`config.mk`:
```
export PLATFORM = sky130hd
export DESIGN_NAME = sspsq_core
export DESIGN_NICKNAME = d
export VERILOG_FILES = /design/src/logic/sspsq_pkg.sv /design/src/logic/sspsq_core.sv /design/src/logic/sspsq_req_sync.sv
export VERILOG_INCLUDE_DIRS = /design/src /design/src/logic
export SDC_FILE = /design/constraint.sdc
export NUM_CORES = 1
export LEC_CHECK = 0
export ABC_AREA = 1
export BUFFER_PORTS_ARGS = -buffer_cell sky130_fd_sc_hd__clkbuf_2
export CAP_MARGIN = 20
export CORE_UTILIZATION = 55
export CTS_CLUSTER_DIAMETER = 100
export DETAILED_ROUTE_END_ITERATION = 7
export GPL_TIMING_DRIVEN = 0
export PLACE_DENSITY = 0.84
export RECOVER_POWER = 25
export SYNTH_ARGS = -nofsm -noshare
export SYNTH_HDL_FRONTEND = slang
export SYNTH_SLANG_ARGS = --single-unit
```
`constraint.sdc`:
```
create_clock -name core_clk -period 3.35 [get_ports core_clk]
set_clock_uncertainty 0.05 [all_clocks]
set_input_delay 0.67 -clock core_clk [delete_from_list [all_inputs] [get_ports core_clk]]
set_output_delay 0.67 -clock core_clk [all_outputs]
set_load 0.02 [all_outputs]
```
`src/logic/sspsq_cfg.svh`:
```
`ifndef SSPSQ_CFG_SVH
`define SSPSQ_CFG_SVH

// register byte offsets
`define SSPSQ_CTRL_OFS   8'h00
`define SSPSQ_PEND_OFS   8'h04
`define SSPSQ_STAT_OFS   8'h08

// converter_control_register field positions
`define SSPSQ_DUAL_BIT   0
`define SSPSQ_ASYNC_BIT  4
`define SSPSQ_SEQ_BIT    5
`define SSPSQ_ORDER_BIT  6
`define SSPSQ_EARLY_BIT  7
`define SSPSQ_CTRL_RST   32'h0000_0000
`define SSPSQ_CTRL_MASK  32'h0000_00f1

// status register field positions
`define SSPSQ_STAT_BUSY  0
`define SSPSQ_STAT_ST_LO 1
`define SSPSQ_STAT_PR_LO 4

// timing in converter clock periods
`define SSPSQ_SAMP_CYC   4'h2
`define SSPSQ_CONV_CYC   4'he

`endif

```
`src/logic/sspsq_pkg.sv`:
```
package sspsq_pkg;

  typedef enum logic [2:0] {
    SSPSQ_IDLE  = 3'b000,
    SSPSQ_SAMP1 = 3'b001,
    SSPSQ_CONV1 = 3'b010,
    SSPSQ_SAMP2 = 3'b011,
    SSPSQ_CONV2 = 3'b100
  } sspsq_state_t;

endpackage : sspsq_pkg

```
`src/logic/sspsq_core.sv`:
```
`include "sspsq_cfg.svh"

module sspsq_core
  import sspsq_pkg::*;
#(
  parameter int NPAIR = 13,
  parameter int NDED  = 4
) (
  input  wire logic             core_clk,          // converter clock
  input  wire logic             sys_rst,           // sync reset
  input  wire logic [7:0]       reg_addr,          // register byte address
  input  wire logic [31:0]      reg_wdata,         // write data
  input  wire logic             reg_wr,            // write strobe
  input  wire logic             reg_rd,            // read strobe
  output logic      [31:0]      reg_rdata,         // read data, next cycle
  input  wire logic [NPAIR-1:0] pair_req,          // pair requests, processor domain
  output logic      [NPAIR-1:0] pair_pending_flag, // per-pair pending
  output logic      [NDED-1:0]  dedicated_hold,    // 1 = dedicated hold holding
  output logic                  shared_sampling,   // shared hold sampling
  output logic      [4:0]       shared_channel,    // input on shared hold
  output logic                  conv_busy,         // conversion in progress
  output logic      [4:0]       conv_channel,      // input being converted
  output logic                  conv_done,         // pulse, one input finished
  output logic      [NPAIR-1:0] pair_irq           // pulse, pair interrupt
);

  localparam logic [3:0] NDED_L = 4'(NDED);

  if (NPAIR < 1 || NPAIR > 16) begin : g_bad_npair
    $error("sspsq_core: NPAIR must be 1..16");
  end
  if (NDED < 1 || NDED > NPAIR || NDED > 15) begin : g_bad_nded
    $error("sspsq_core: NDED must be 1..min(NPAIR,15)");
  end
  if (`SSPSQ_SAMP_CYC == 4'h0 || `SSPSQ_CONV_CYC == 4'h0) begin : g_bad_cyc
    $error("sspsq_core: phase lengths must be nonzero");
  end

  // lowest set index wins
  function automatic logic [3:0] top_pending(input logic [NPAIR-1:0] v);
    logic [3:0] idx;
    idx = 4'h0;
    for (int i = NPAIR - 1; i >= 0; i--) begin
      if (v[i]) begin
        idx = 4'(i);
      end
    end
    return idx;
  endfunction : top_pending

  // sampling phase before the first conversion
  function automatic logic need_samp1(input logic ded, input logic async_m,
                                      input logic seq_m, input logic odd_f);
    return ~ded | ~async_m | ~seq_m | odd_f;
  endfunction : need_samp1

  // sampling phase before the second conversion
  function automatic logic need_samp2(input logic ded, input logic seq_m,
                                      input logic odd_f);
    return (~odd_f & seq_m) | (odd_f & ~ded);
  endfunction : need_samp2

  // control register and decode
  logic [31:0]      ctrl_r;
  logic [31:0]      rdata_r;
  sspsq_state_t     state_r;
  sspsq_state_t     state_nxt;
  logic [3:0]       cnt_r;
  logic [3:0]       cnt_nxt;
  logic [3:0]       pair_r;
  logic             async_r;
  logic             seq_r;
  logic             oddf_r;
  logic             ded_r;
  logic [NPAIR-1:0] pend_r;
  logic [NDED-1:0]  held_r;
  logic [4:0]       conv_ch_r;
  logic             done_r;
  logic [NPAIR-1:0] irq_r;
  logic [NPAIR-1:0] req_rise;

  wire wr_ctrl = reg_wr && (reg_addr == `SSPSQ_CTRL_OFS);
  wire rd_ctrl = reg_rd && (reg_addr == `SSPSQ_CTRL_OFS);
  wire rd_pend = reg_rd && (reg_addr == `SSPSQ_PEND_OFS);
  wire rd_stat = reg_rd && (reg_addr == `SSPSQ_STAT_OFS);

  wire c_dual  = ctrl_r[`SSPSQ_DUAL_BIT];
  wire c_async = ctrl_r[`SSPSQ_ASYNC_BIT];
  wire c_seq   = ctrl_r[`SSPSQ_SEQ_BIT];
  wire c_order = ctrl_r[`SSPSQ_ORDER_BIT];
  wire c_early = ctrl_r[`SSPSQ_EARLY_BIT];

  always_ff @(posedge core_clk) begin
    if (sys_rst) begin
      ctrl_r <= `SSPSQ_CTRL_RST;
    end else if (wr_ctrl) begin
      // bits outside the mask read back as zero
      ctrl_r <= reg_wdata & `SSPSQ_CTRL_MASK;
    end
  end

  // status word: busy, state and pair in service
  logic [31:0] stat_word;
  always_comb begin
    stat_word                         = 32'h0000_0000;
    stat_word[`SSPSQ_STAT_BUSY]       = conv_busy;
    stat_word[`SSPSQ_STAT_ST_LO +: 3] = state_r;
    stat_word[`SSPSQ_STAT_PR_LO +: 4] = pair_r;
  end

  // unmapped reads return zero
  wire [31:0] rd_mux =
    rd_ctrl ? ctrl_r :
    rd_pend ? {{(32 - NPAIR){1'b0}}, pend_r} :
    rd_stat ? stat_word : 32'h0000_0000;

  always_ff @(posedge core_clk) begin
    if (sys_rst) begin
      rdata_r <= 32'h0000_0000;
    end else begin
      rdata_r <= rd_mux;
    end
  end

  assign reg_rdata = rdata_r;

  // request resynchronisation
  sspsq_req_sync #(
    .W (NPAIR)
  ) u_sync (
    .core_clk (core_clk),
    .sys_rst  (sys_rst),
    .req_in   (pair_req),
    .req_rise (req_rise)
  );

  // selection of the next pair
  wire [NPAIR-1:0] cand      = pend_r | req_rise;
  wire             cand_any  = |cand;
  wire [3:0]       sel_pair  = top_pending(cand);
  wire             sel_ded   = sel_pair < NDED_L;
  wire             sel_seq   = sel_ded ? (~c_dual & c_seq) : 1'b1;
  wire             sel_oddf  = ~c_dual & c_order;
  wire             sel_async = sel_ded & c_async;
  wire             sel_s1    = need_samp1(sel_ded, sel_async, sel_seq, sel_oddf);

  // phase counter runs down to zero
  wire cnt_end   = (cnt_r == 4'h0);
  wire conv1_end = (state_r == SSPSQ_CONV1) && cnt_end;
  wire conv2_end = (state_r == SSPSQ_CONV2) && cnt_end;
  wire s2_needed = need_samp2(ded_r, seq_r, oddf_r);

  // even input finished converting
  wire even_end  = (conv1_end && !oddf_r) || (conv2_end && oddf_r);

  always_comb begin
    state_nxt = state_r;
    cnt_nxt   = cnt_end ? 4'h0 : cnt_r - 4'h1;
    case (state_r)
      SSPSQ_IDLE: begin
        cnt_nxt = 4'h0;
        if (cand_any) begin
          if (sel_s1) begin
            state_nxt = SSPSQ_SAMP1;
            cnt_nxt   = `SSPSQ_SAMP_CYC - 4'h1;
          end else begin
            state_nxt = SSPSQ_CONV1;
            cnt_nxt   = `SSPSQ_CONV_CYC - 4'h1;
          end
        end
      end
      SSPSQ_SAMP1: begin
        if (cnt_end) begin
          state_nxt = SSPSQ_CONV1;
          cnt_nxt   = `SSPSQ_CONV_CYC - 4'h1;
        end
      end
      SSPSQ_CONV1: begin
        if (cnt_end) begin
          if (s2_needed) begin
            state_nxt = SSPSQ_SAMP2;
            cnt_nxt   = `SSPSQ_SAMP_CYC - 4'h1;
          end else begin
            state_nxt = SSPSQ_CONV2;
            cnt_nxt   = `SSPSQ_CONV_CYC - 4'h1;
          end
        end
      end
      SSPSQ_SAMP2: begin
        if (cnt_end) begin
          state_nxt = SSPSQ_CONV2;
          cnt_nxt   = `SSPSQ_CONV_CYC - 4'h1;
        end
      end
      SSPSQ_CONV2: begin
        if (cnt_end) begin
          state_nxt = SSPSQ_IDLE;
        end
      end
      default: begin
        state_nxt = SSPSQ_IDLE;
        cnt_nxt   = 4'h0;
      end
    endcase
  end

  always_ff @(posedge core_clk) begin
    if (sys_rst) begin
      state_r <= SSPSQ_IDLE;
      cnt_r   <= 4'h0;
    end else begin
      state_r <= state_nxt;
      cnt_r   <= cnt_nxt;
    end
  end

  // per-pair settings frozen for the pair in service
  always_ff @(posedge core_clk) begin
    if (sys_rst) begin
      pair_r  <= 4'h0;
      async_r <= 1'b0;
      seq_r   <= 1'b0;
      oddf_r  <= 1'b0;
      ded_r   <= 1'b0;
    end else if (state_r == SSPSQ_IDLE && cand_any) begin
      pair_r  <= sel_pair;
      async_r <= sel_async;
      seq_r   <= sel_seq;
      oddf_r  <= sel_oddf;
      ded_r   <= sel_ded;
    end
  end

  // pending flags: a new trigger wins over completion
  wire [NPAIR-1:0] pend_clr = conv2_end ? (NPAIR'(1) << pair_r) : '0;

  always_ff @(posedge core_clk) begin
    if (sys_rst) begin
      pend_r <= '0;
    end else begin
      pend_r <= (pend_r & ~pend_clr) | req_rise;
    end
  end

  assign pair_pending_flag = pend_r;

  // dedicated hold state for asynchronous sampling
  wire [NDED-1:0] ded_clr = (even_end && ded_r) ? (NDED'(1) << pair_r) : '0;
  wire [NDED-1:0] raw_req = pair_req[NDED-1:0];

  always_ff @(posedge core_clk) begin
    if (sys_rst) begin
      held_r <= '0;
    end else if (c_async) begin
      // a new request wins over the clear
      held_r <= (held_r & ~ded_clr) | raw_req;
    end else begin
      held_r <= '0;
    end
  end

  wire samp1 = (state_r == SSPSQ_SAMP1);
  wire samp2 = (state_r == SSPSQ_SAMP2);

  // sync mode: dedicated samples only in the first phase of its pair
  genvar gi;
  for (gi = 0; gi < NDED; gi++) begin : g_ded
    wire mine   = ded_r && (pair_r == 4'(gi));
    wire sync_s = samp1 && mine && !async_r;
    // async: raw request stops sampling in the same cycle
    wire async_s = !(held_r[gi] || raw_req[gi]);
    assign dedicated_hold[gi] = c_async ? !async_s : !sync_s;
  end

  // shared hold: odd with the even input, or just before its conversion
  wire sh_s1 = samp1 && (!ded_r || oddf_r || !seq_r);
  assign shared_sampling = sh_s1 || samp2;

  // shared-only pairs sample each input before it converts
  wire sh_odd = ded_r ? 1'b1 : (samp1 ? oddf_r : !oddf_r);
  assign shared_channel = {pair_r, sh_odd};

  // conversion channel and done pulse
  wire conv_start1 = state_nxt == SSPSQ_CONV1 && state_r != SSPSQ_CONV1;
  wire conv_start2 = state_nxt == SSPSQ_CONV2 && state_r != SSPSQ_CONV2;
  wire [3:0] np = (state_r == SSPSQ_IDLE) ? sel_pair : pair_r;
  wire       nodd1 = (state_r == SSPSQ_IDLE) ? sel_oddf : oddf_r;

  always_ff @(posedge core_clk) begin
    if (sys_rst) begin
      conv_ch_r <= 5'h00;
    end else if (conv_start1) begin
      conv_ch_r <= {np, nodd1};
    end else if (conv_start2) begin
      conv_ch_r <= {pair_r, !oddf_r};
    end
  end

  assign conv_busy    = (state_r == SSPSQ_CONV1) || (state_r == SSPSQ_CONV2);
  assign conv_channel = conv_ch_r;

  // interrupt after first or second conversion
  wire irq_fire = c_early ? conv1_end : conv2_end;

  always_ff @(posedge core_clk) begin
    if (sys_rst) begin
      done_r <= 1'b0;
      irq_r  <= '0;
    end else begin
      done_r <= conv1_end || conv2_end;
      irq_r  <= irq_fire ? (NPAIR'(1) << pair_r) : '0;
    end
  end

  assign conv_done = done_r;
  assign pair_irq  = irq_r;


endmodule : sspsq_core

```
`src/logic/sspsq_req_sync.sv`:
```
module sspsq_req_sync #(
  parameter int W = 13
) (
  input  wire logic         core_clk,  // converter clock
  input  wire logic         sys_rst,   // sync reset
  input  wire logic [W-1:0] req_in,    // raw requests, processor domain
  output logic      [W-1:0] req_rise   // one pulse per request
);

  logic [W-1:0] meta_r;
  logic [W-1:0] sync_r;
  logic [W-1:0] last_r;

  always_ff @(posedge core_clk) begin
    if (sys_rst) begin
      meta_r <= '0;
      sync_r <= '0;
      last_r <= '0;
    end else begin
      meta_r <= req_in;
      sync_r <= meta_r;
      last_r <= sync_r;
    end
  end

  assign req_rise = sync_r & ~last_r;

endmodule : sspsq_req_sync

```
==> flow_summary.ini, run 1 <==
[timing]
max_freq_ghz = 0.3570
setup_tns_ns = 0
finalCriticalPeriod_ns = 2.801
hold_viol = 0
worstMarginPinSlew_ns = 0.6973
slew_violations = 0
finalSetupViolations = 0
finalCritPeriodShare_pct = 83.61
hold_slack_ns = 0.3521
rsz0062_at_grt = no
max-slew-margin-rel_pct = 53.16

[placed_design]
globalplace.congestion = 0.9385
io_buffers = 85
dp_hpwl_mm = 8.180
placedCellCount = 781

[route]
drtPass1Iterations = 5
vias = 4011
finalWirelength_mm = 10.64
viasPerCell = 5.033
drc = 0
ant_nets = 0
drt_first_iter_violations = 304
wl_met2_mm = 5.328
routed.top_layer = met4
met1Wirelength_mm = 4.512
wl_per_cell_microns = 13.35
dr_wl_met3_microns = 539

[grt]
grt_max_degree = 19
grt_pass1_wl_mm = 16.83
gr-total-overflow = 0
grt_pass1_vias = 3687
antenna_found_initial = 0
grt_usage_pct = 25.37

[logic_synthesis]
synth_top_family_by_area = simple AND/OR/NAND/NOR gates
synth_edf_count = 0
syn_area_sq_mm = 0.004479
synth.distinct_cells = 42
synth-compound-area-share_pct = 14.97
synth_adder_area_share_pct = 0.5587
synthMuxAreaShare_pct = 0
synthXorXnorAreaFrac_pct = 0.3911
seq_area_frac_synth_pct = 48.27
syn-instance-count = 576
synth-async-reset-ratio_pct = 0
synth-seq-cells = 108
synth_simple_gate_area_share_pct = 21.59
synthFlopType = dfxtp_1
yosys_warnings = 0
syn_avg_cell_area_sq_um = 7.777

[hold_path]
hold_start = u_sync.meta_r[1]$_SDFF_PP0_
hold_path_class = reg2reg

[finish]
area_delta_synth_final_pct = 17.07
finalNetCount = 749
insertedDiodeCount = 0
finalNonFillerCells = 797
drive_gt1_share_pct = 18.71
post-route-util_pct = 67.16

[cts]
cts-root-buf = clkbuf_8
cts_buffers = 9
clkSinkCount = 108
cts_resized = 0
hold_buffers = 0
clk_pin_slew_ns = 0.10
htreeDepth = 3
clockBufferDepth = 2
cts_tree = done
clkLatencyLatePin_ns = 0.36
postCtsSetupBuffers = 0

[setup_path]
slowest_stage = nor3_1
startpoint = state_r[2]$_SDFF_PP0_
worstSetupStartpointType = flop
worstPathCellList = inv_1 -> nand2_1 -> inv_1 -> nand2_1 -> nor3_1 -> a21oi_1 -> clkbuf_2
path_delay_family = simple AND/OR/NAND/NOR gates
end_kind = output pin
cp_num_buf_inv = 3
arrival_ns = 2.08
path_max_fanout = 6
critical_path_class = reg2out
required_ns = 2.63
reg2reg_from = cnt_r[0]$_SDFF_PP0_
slowest_delay_ns = 0.54

[floorplan]
die_y_microns = 92.25
rows = 32
core_area_sq_mm = 0.007807
die_area_sq_mm = 0.008509
start_util_pct = 57.37
die_x_microns = 92.25
top_level_ports = 132

[flow_run]
drv_cap = 0

[power_and_ir_drop]
cellLeakagePower_nw = 2.397
power_density_mw_per_mm2 = 710.6
peakVddDrop_v = 0.0003976

[run_status]
outcome = finished clean
worst reg2reg max path: stages (launching register included):
cell      delay (ns)
dfxtp_1         0.32
inv_1           0.11
ha_1            0.16
nand3_1         0.21
nor2_1          0.50
o21ai_1         0.26
clkbuf_1        0.31
nor3_1          0.28
flip-flops by register name, indices dropped and copies added (netlist names):
register / flops
oddf_r: 1
conv_done: 1
state_r: 3
pair_r: 4
pair_irq: 13
cnt_r: 4
conv_channel: 5
held_r: 4
seq_r: 1
ctrl_r: 5
ded_r: 1
reg_rdata: 13
u_sync.sync_r: 13
async_r: 1
pair_pending_flag: 13
u_sync.meta_r: 13
u_sync.last_r: 13
cell families (layout without fill, tap and decap cells):
group	Yosys count	after routing
AND/OR/NAND/NOR	207	207
buffers and inverters	146	247
flip-flops	108	108
AO/OA/AOI/OAI	110	110
adder cells (fa/ha/maj)	2	2
XOR/XNOR	2	2
other	1	19
through the flow:
step	area [sq um]	total power, W	worst slack, ns
3_5_place_dp	5100	0.002929	0.9989
6_report	5244	0.003726	0.5491
2_1_floorplan	4547	0.002571	1.458
3_3_place_gp	5100	0.002893	1.011
5_1_grt	5244	0.003941	0.4557
4_1_cts	5309	0.003728	0.6020
final timing paths:
kind,end,slack (ns),cells past startpoint
setup / recovery,dedicated_hold[2],0.55,7
hold / removal,u_sync.sync_r[1]$_SDFF_PP0_,0.35,2
setup reg to reg,pair_irq[10]$_SDFF_PP0_,1.06,7
hold reg to reg,u_sync.sync_r[1]$_SDFF_PP0_,0.35,2
power breakdown:
group	leakage [nW]	internal [W]	switching, W
clock network	0.104	0.000373	0.000444
logic	1.41	0.000434	0.000937
registers	0.882	0.00142	0.000124
total	2.40	0.00222	0.00150
layout by cell type (no fill, tap or decap), types with 6 or more instances in the layout:
cell      instances
nand2_2           7
o21ai_1           6
inv_2             7
dfxtp_1         108
nor2_1           93
nand3_1          11
clkbuf_1         42
conb_1           19
a211oi_1          8
nand2_1          61
a21oi_2           8
clkbuf_2         51
o21ai_0          26
inv_1           108
buf_4            20
a21oi_1          42
clkbuf_8         10
nor3_1           10
synth_stat cells, types with 2 or more instances:
| cell type | n | area, sq um |
|---|---|---|
| o22ai_1 | 3 | 18.77 |
| a21oi_2 | 8 | 70.07 |
| nand2_2 | 7 | 43.79 |
| dfxtp_1 | 108 | 2162 |
| nor4_1 | 3 | 18.77 |
| a21oi_1 | 42 | 210.2 |
| inv_2 | 7 | 26.28 |
| nand3_1 | 9 | 45.04 |
| ha_1 | 2 | 25.02 |
| a311oi_1 | 3 | 26.28 |
| a211oi_1 | 8 | 60.06 |
| nor2_8 | 2 | 40.04 |
| o21ai_1 | 6 | 30.03 |
| clkbuf_1 | 7 | 26.28 |
| nor2_1 | 92 | 345.3 |
| buf_4 | 20 | 150.1 |
| inv_1 | 108 | 405.4 |
| nor2_2 | 5 | 31.28 |
| o311ai_0 | 3 | 26.28 |
| nand2_1 | 61 | 229.0 |
| o211ai_1 | 2 | 15.01 |
| or2_2 | 4 | 25.02 |
| o21ai_0 | 26 | 130.1 |
| nor3_1 | 10 | 50.05 |
| nand4_1 | 2 | 12.51 |
| nor2_4 | 2 | 22.52 |
| a41oi_1 | 3 | 26.28 |
| nand3_2 | 4 | 40.04 |
| buf_1 | 3 | 11.26 |
| nand2_4 | 4 | 45.04 |
metal layers:
metal	vias to the layer above	track usage (%)
li1	1996	-
met1	1840	31.57
met3	28	3.566
met5	-	0
met2	147	43.84
met4	0	10.68
cell type report:
type	instances	area [sq um]
Multi-Input combinational cell	340	1739
Timing Repair Buffer	85	382.9
Clock buffer	10	137.6
Sequential cell	108	2162
Tap cell	102	127.6
Fill cell	676	2564
Inverter	115	431.7
Clock inverter	6	71.32
Buffer	31	191.4
Power figures use the tool's default switching activity.
==> inputs of run 2 (changes only) <==
CORE_UTILIZATION = 46   (was 55)
PLACE_DENSITY = 0.75   (was 0.84)
clock period = 2.5 ns   (was 3.35 ns; I/O delays follow)
==> run 2 against run 1 <==
  * Wire length is 2.4% higher
  * Sequential share of layout area is 0.41 points lower
  * First-iteration DRC count is 38% lower
  * Clock-buffer cell count is 1 lower
  * Global-route usage is 3.1 points lower
  * Sequential power is 34% higher
  * Combinational power is 39% higher
  * Worst hold slack worse by 0.11 ns
  * Critical path type unchanged
  * Largest cell class unchanged
==> flow_summary.ini, run 2 (synthesis results as in run 1) <==
[cts]
cts_buffers = 9
cts_tree = done
clkLatencyLatePin_ns = 0.38
clkSinkCount = 108
htreeDepth = 3
cts-root-buf = clkbuf_8
clk_pin_slew_ns = 0.11
clockBufferDepth = 2

[placed_design]
globalplace.congestion = 0.8893
dp_hpwl_mm = 8.540
io_buffers = 85

[finish]
insertedDiodeCount = 0
finalNetCount = 749
post-route-util_pct = 56.78
area_delta_synth_final_pct = 18.24
layout_common_cells = inv_1 (108), dfxtp_1 (108), nor2_1 (92)
drive_gt1_share_pct = 20.00

[route]
drc = 0
viasPerCell = 4.809
ant_nets = 0
drt_first_iter_violations = 190
finalWirelength_mm = 10.89
drtPass1Iterations = 5
vias = 3963
wl_per_cell_microns = 13.22

[grt]
grt_usage_pct = 22.28
grt_pass1_vias = 3729
gr-total-overflow = 0
grt_max_degree = 22
grt_pass1_wl_mm = 17.22
antenna_found_initial = 0

[timing]
max_freq_ghz = 0.4227
max-slew-margin-rel_pct = 55.89
slew_violations = 0
worstMarginPinSlew_ns = 0.6617
setup_tns_ns = 0
hold_viol = 0
finalCritPeriodShare_pct = 94.63
finalCriticalPeriod_ns = 2.366
finalSetupViolations = 0
rsz0062_at_grt = no

[floorplan]
start_util_pct = 48.02
die_y_microns = 100.7
rows = 35
top_level_ports = 132
die_area_sq_mm = 0.01014
die_x_microns = 100.7
core_area_sq_mm = 0.009328

[power_and_ir_drop]
peakVddDrop_v = 0.0004079
power_density_mw_per_mm2 = 949.0
cellLeakagePower_nw = 2.419

[setup_path]
critical_path_class = reg2out
path_max_fanout = 7
arrival_ns = 1.82
end_kind = output pin
worstSetupStartpointType = flop
required_ns = 1.95

[hold_path]
hold_path_class = in2reg

[flow_run]
drv_cap = 0

[run_status]
outcome = finished clean
==> run 2: area by class of cell <==
type | count | area [sq um]
timing repair buffer | 85 | 389.1
inverter | 115 | 431.7
tap | 129 | 161.4
multi-input combinational | 340 | 1763
clock inverter | 7 | 73.82
fill | 896 | 4031
buffer | 31 | 191.4
clock buffer | 9 | 123.9
sequential | 108 | 2162
==> run 2: final timing paths <==
check	depth (start not counted)	slack (ns)	to	start
max	6	0.13	dedicated_hold[2]	pair_r[1]$_SDFFE_PP0P_
min	3	0.24	u_sync.meta_r[11]$_SDFF_PP0_	pair_req[11]
max reg2reg	7	0.20	pair_irq[10]$_SDFF_PP0_	state_r[2]$_SDFF_PP0_
min reg2reg	2	0.35	u_sync.sync_r[6]$_SDFF_PP0_	u_sync.meta_r[6]$_SDFF_PP0_
==> run 2: where the power goes <==
group,switching (W),total [W],internal [W]
Clock,0.000660,0.00106,0.000399
Sequential,0.000175,0.00207,0.00190
Combinational,0.00130,0.00190,0.000595
Total,0.00214,0.00503,0.00289
==> run 2: worst max-delay path, cell delays in order (launching register included) <==
cell and delay [ns]:
dfxtp_1 0.47, inv_1 0.12, nor2_1 0.26, inv_1 0.10, nor2_1 0.21, a21oi_1 0.11, clkbuf_2 0.17
==> run 2: metal layers <==
metal	share of wire, %	track usage [%]	up-vias
met3	5.4	4.993	27
met5	0	0	-
li1	-	-	2004
met2	49	39.15	119
met1	43	26.13	1813
met4	3.2	9.365	0
==> run 2: through the flow <==
step                instance area (sq um)  cells  total power [W]  hold WS (ns)  setup WS (ns)
floorplan                            4547    594         0.003445        0.3383         0.7004
global placement                     5134    808         0.003884        0.3391         0.3378
detailed placement                   5134    808         0.003960        0.3454         0.2887
CTS                                  5336    824         0.005013        0.2316         0.1090
global route                         5296    824         0.005341        0.2360        0.01164
finish                               5296    824         0.005026        0.2385         0.1343
==> run 2: what timing repair did <==
item / CTS / global route
setup endpoints to repair: 4 / 4
gates resized for setup: 1 / 1
hold buffers: 0 / 0
hold endpoints to repair: 0 / 0
buffers inserted: 0 / 0
==> inputs of run 3 (changes only) <==
REMOVE_ABC_BUFFERS = 1   (was default)
SETUP_SLACK_MARGIN = 0.2   (was default)
==> run 3 against run 2 <==
  * Non-clock buffer count down 27
  * Worst hold slack better by 0.019 ns
  * Core utilization is 0.51 points lower
  * Die area stayed put
  * Global-route usage shrank 1.0 points
  * Clock-buffer cell count is the same
  * Final cell count decreased by 3.3%
  * Critical path depth is 2 higher
  * Largest cell class unchanged
==> flow_summary.ini, run 3 (synthesis results as in run 1) <==
[run_status]
outcome = finished clean

[cts]
cts_buffers = 9
clk_pin_slew_ns = 0.10
hold_buffers = 0
cts_tree = done
htreeDepth = 3
clkLatencyLatePin_ns = 0.37
clockBufferDepth = 2
clkSinkCount = 108
cts-root-buf = clkbuf_8

[power_and_ir_drop]
power_density_mw_per_mm2 = 970.5
peakVddDrop_v = 0.0003712
cellLeakagePower_nw = 2.407

[timing]
hold_slack_ns = 0.2571
rsz0062_at_grt = no
hold_viol = 0
worstMarginPinSlew_ns = 0.6490
max_freq_ghz = 0.4512
slew_violations = 0
max-slew-margin-rel_pct = 56.73
finalSetupViolations = 0
finalCritPeriodShare_pct = 88.66
fin_ws_ns = 0.2835
finalCriticalPeriod_ns = 2.217

[grt]
met3_usage_pct = 4.716
top_usage_layer = met2
antenna_found_initial = 0
grt_util_met1_pct = 26.55
grt_pass1_wl_mm = 16.66
grt_max_degree = 34
gr-total-overflow = 0
use_met2_pct = 36.20
grt_pass1_vias = 3576
grt_usage_pct = 21.25

[setup_path]
rr_endpoint = conv_channel[2]$_SDFFE_PP0P_
required_ns = 1.95
path_max_fanout = 6
arrival_ns = 1.67
critical_path_class = reg2out
ff2ff_setup_slack_ns = 0.37
worstSetupStartpointType = flop
reg2reg_depth = 13
end_kind = output pin
reg2reg_from = cnt_r[0]$_SDFF_PP0_

[finish]
fillers = 897
insertedDiodeCount = 0
mostFrequentLayoutCell = inv_1
layout_common_cells = inv_1 (105), dfxtp_1 (103), nor2_1 (88)
finalNonFillerCells = 797
drive_gt1_share_pct = 25.30
finalNetCount = 722
area_delta_synth_final_pct = 17.18

[route]
vias = 3851
drtPass1Iterations = 4
viasPerCell = 4.832
drc = 0
drt_first_iter_violations = 192
ant_nets = 0
finalWirelength_mm = 10.34
wl_per_cell_microns = 12.98

[placed_design]
dp_hpwl_mm = 7.901
io_buffers = 85
globalplace.congestion = 0.9083
dp_slack_ns = 0.05173
placedCellCount = 780

[floorplan]
start_util_pct = 48.02
die_y_microns = 100.7
rows = 35
die_x_microns = 100.7
core_area_sq_mm = 0.009328
top_level_ports = 132
die_area_sq_mm = 0.01014

[hold_path]
holdPathStages = 3
hold_path_class = in2reg
hold_end = u_sync.meta_r[5]$_SDFF_PP0_
hold_start = pair_req[5]

[flow_run]
drv_cap = 0
run 3: layout make-up:
type                    count  area [sq um]  share of cell area, %
clock buffers               9         123.9                  2.360
clock inverters             7         75.07                  1.430
inverters                 115         431.7                  8.224
multi-input cells         340          1813                  34.54
flip-flops and latches    108          2171                  41.36
well taps                 129         161.4                  3.075
repair buffers             89         473.0                  9.011
run 3: what timing repair did:
action / in CTS / in global routing
pin swaps: 0 / 1
setup buffers: 0 / 1
endpoints found under the setup margin: 8 / 11
cloned: 0 / 0
resized for setup: 4 / 23
run 3: critical path: stages (launching register included):
cell,delay [ns]
dfxtp_4,0.39
inv_2,0.08
nand2_2,0.08
inv_2,0.08
nand2_1,0.09
nor3_4,0.17
buf_4,0.18
a21oi_2,0.06
buf_2,0.16
run 3: layer usage:
layer	wire length [microns]	vias up
met5	0	-
met3	554	20
met2	5050	107
met4	167	0
met1	4570	1784
li1	-	1940
run 3: worst max-delay path by stage:
stage | start | to | slack [ns] | depth (start not counted)
global placement | state_r[2]$_SDFF_PP0_ | pair_irq[12]$_SDFF_PP0_ | -0.47 | 6
CTS | pair_r[0]$_SDFFE_PP0P_ | dedicated_hold[1] | 0.09 | 6
finish | state_r[2]$_SDFF_PP0_ | dedicated_hold[3] | 0.28 | 8
floorplan | cnt_r[0]$_SDFF_PP0_ | pair_irq[12]$_SDFF_PP0_ | 0.62 | 6
global route | cnt_r[0]$_SDFF_PP0_ | conv_channel[2]$_SDFFE_PP0P_ | 0.20 | 13
detailed placement | cnt_r[0]$_SDFF_PP0_ | pair_irq[12]$_SDFF_PP0_ | 0.05 | 8
run 3: per-stage QoR:
step	cell area (sq um)	setup TNS [ns]	util, %	power [W]
after floorplan	4345	0	-	0.003387
after global placement	4932	-7.477	52.88	0.003847
after detailed placement	4975	0	53.33	0.003926
after CTS	5189	0	55.63	0.005008
after global routing	5249	0	56.27	0.005415
final	5249	0	56.27	0.005094
run 3: power by group:
part	internal (W)	total [W]	switching [W]
logic	0.000600	0.00195	0.00135
clock network	0.000468	0.00107	0.000598
registers	0.00191	0.00208	0.000175
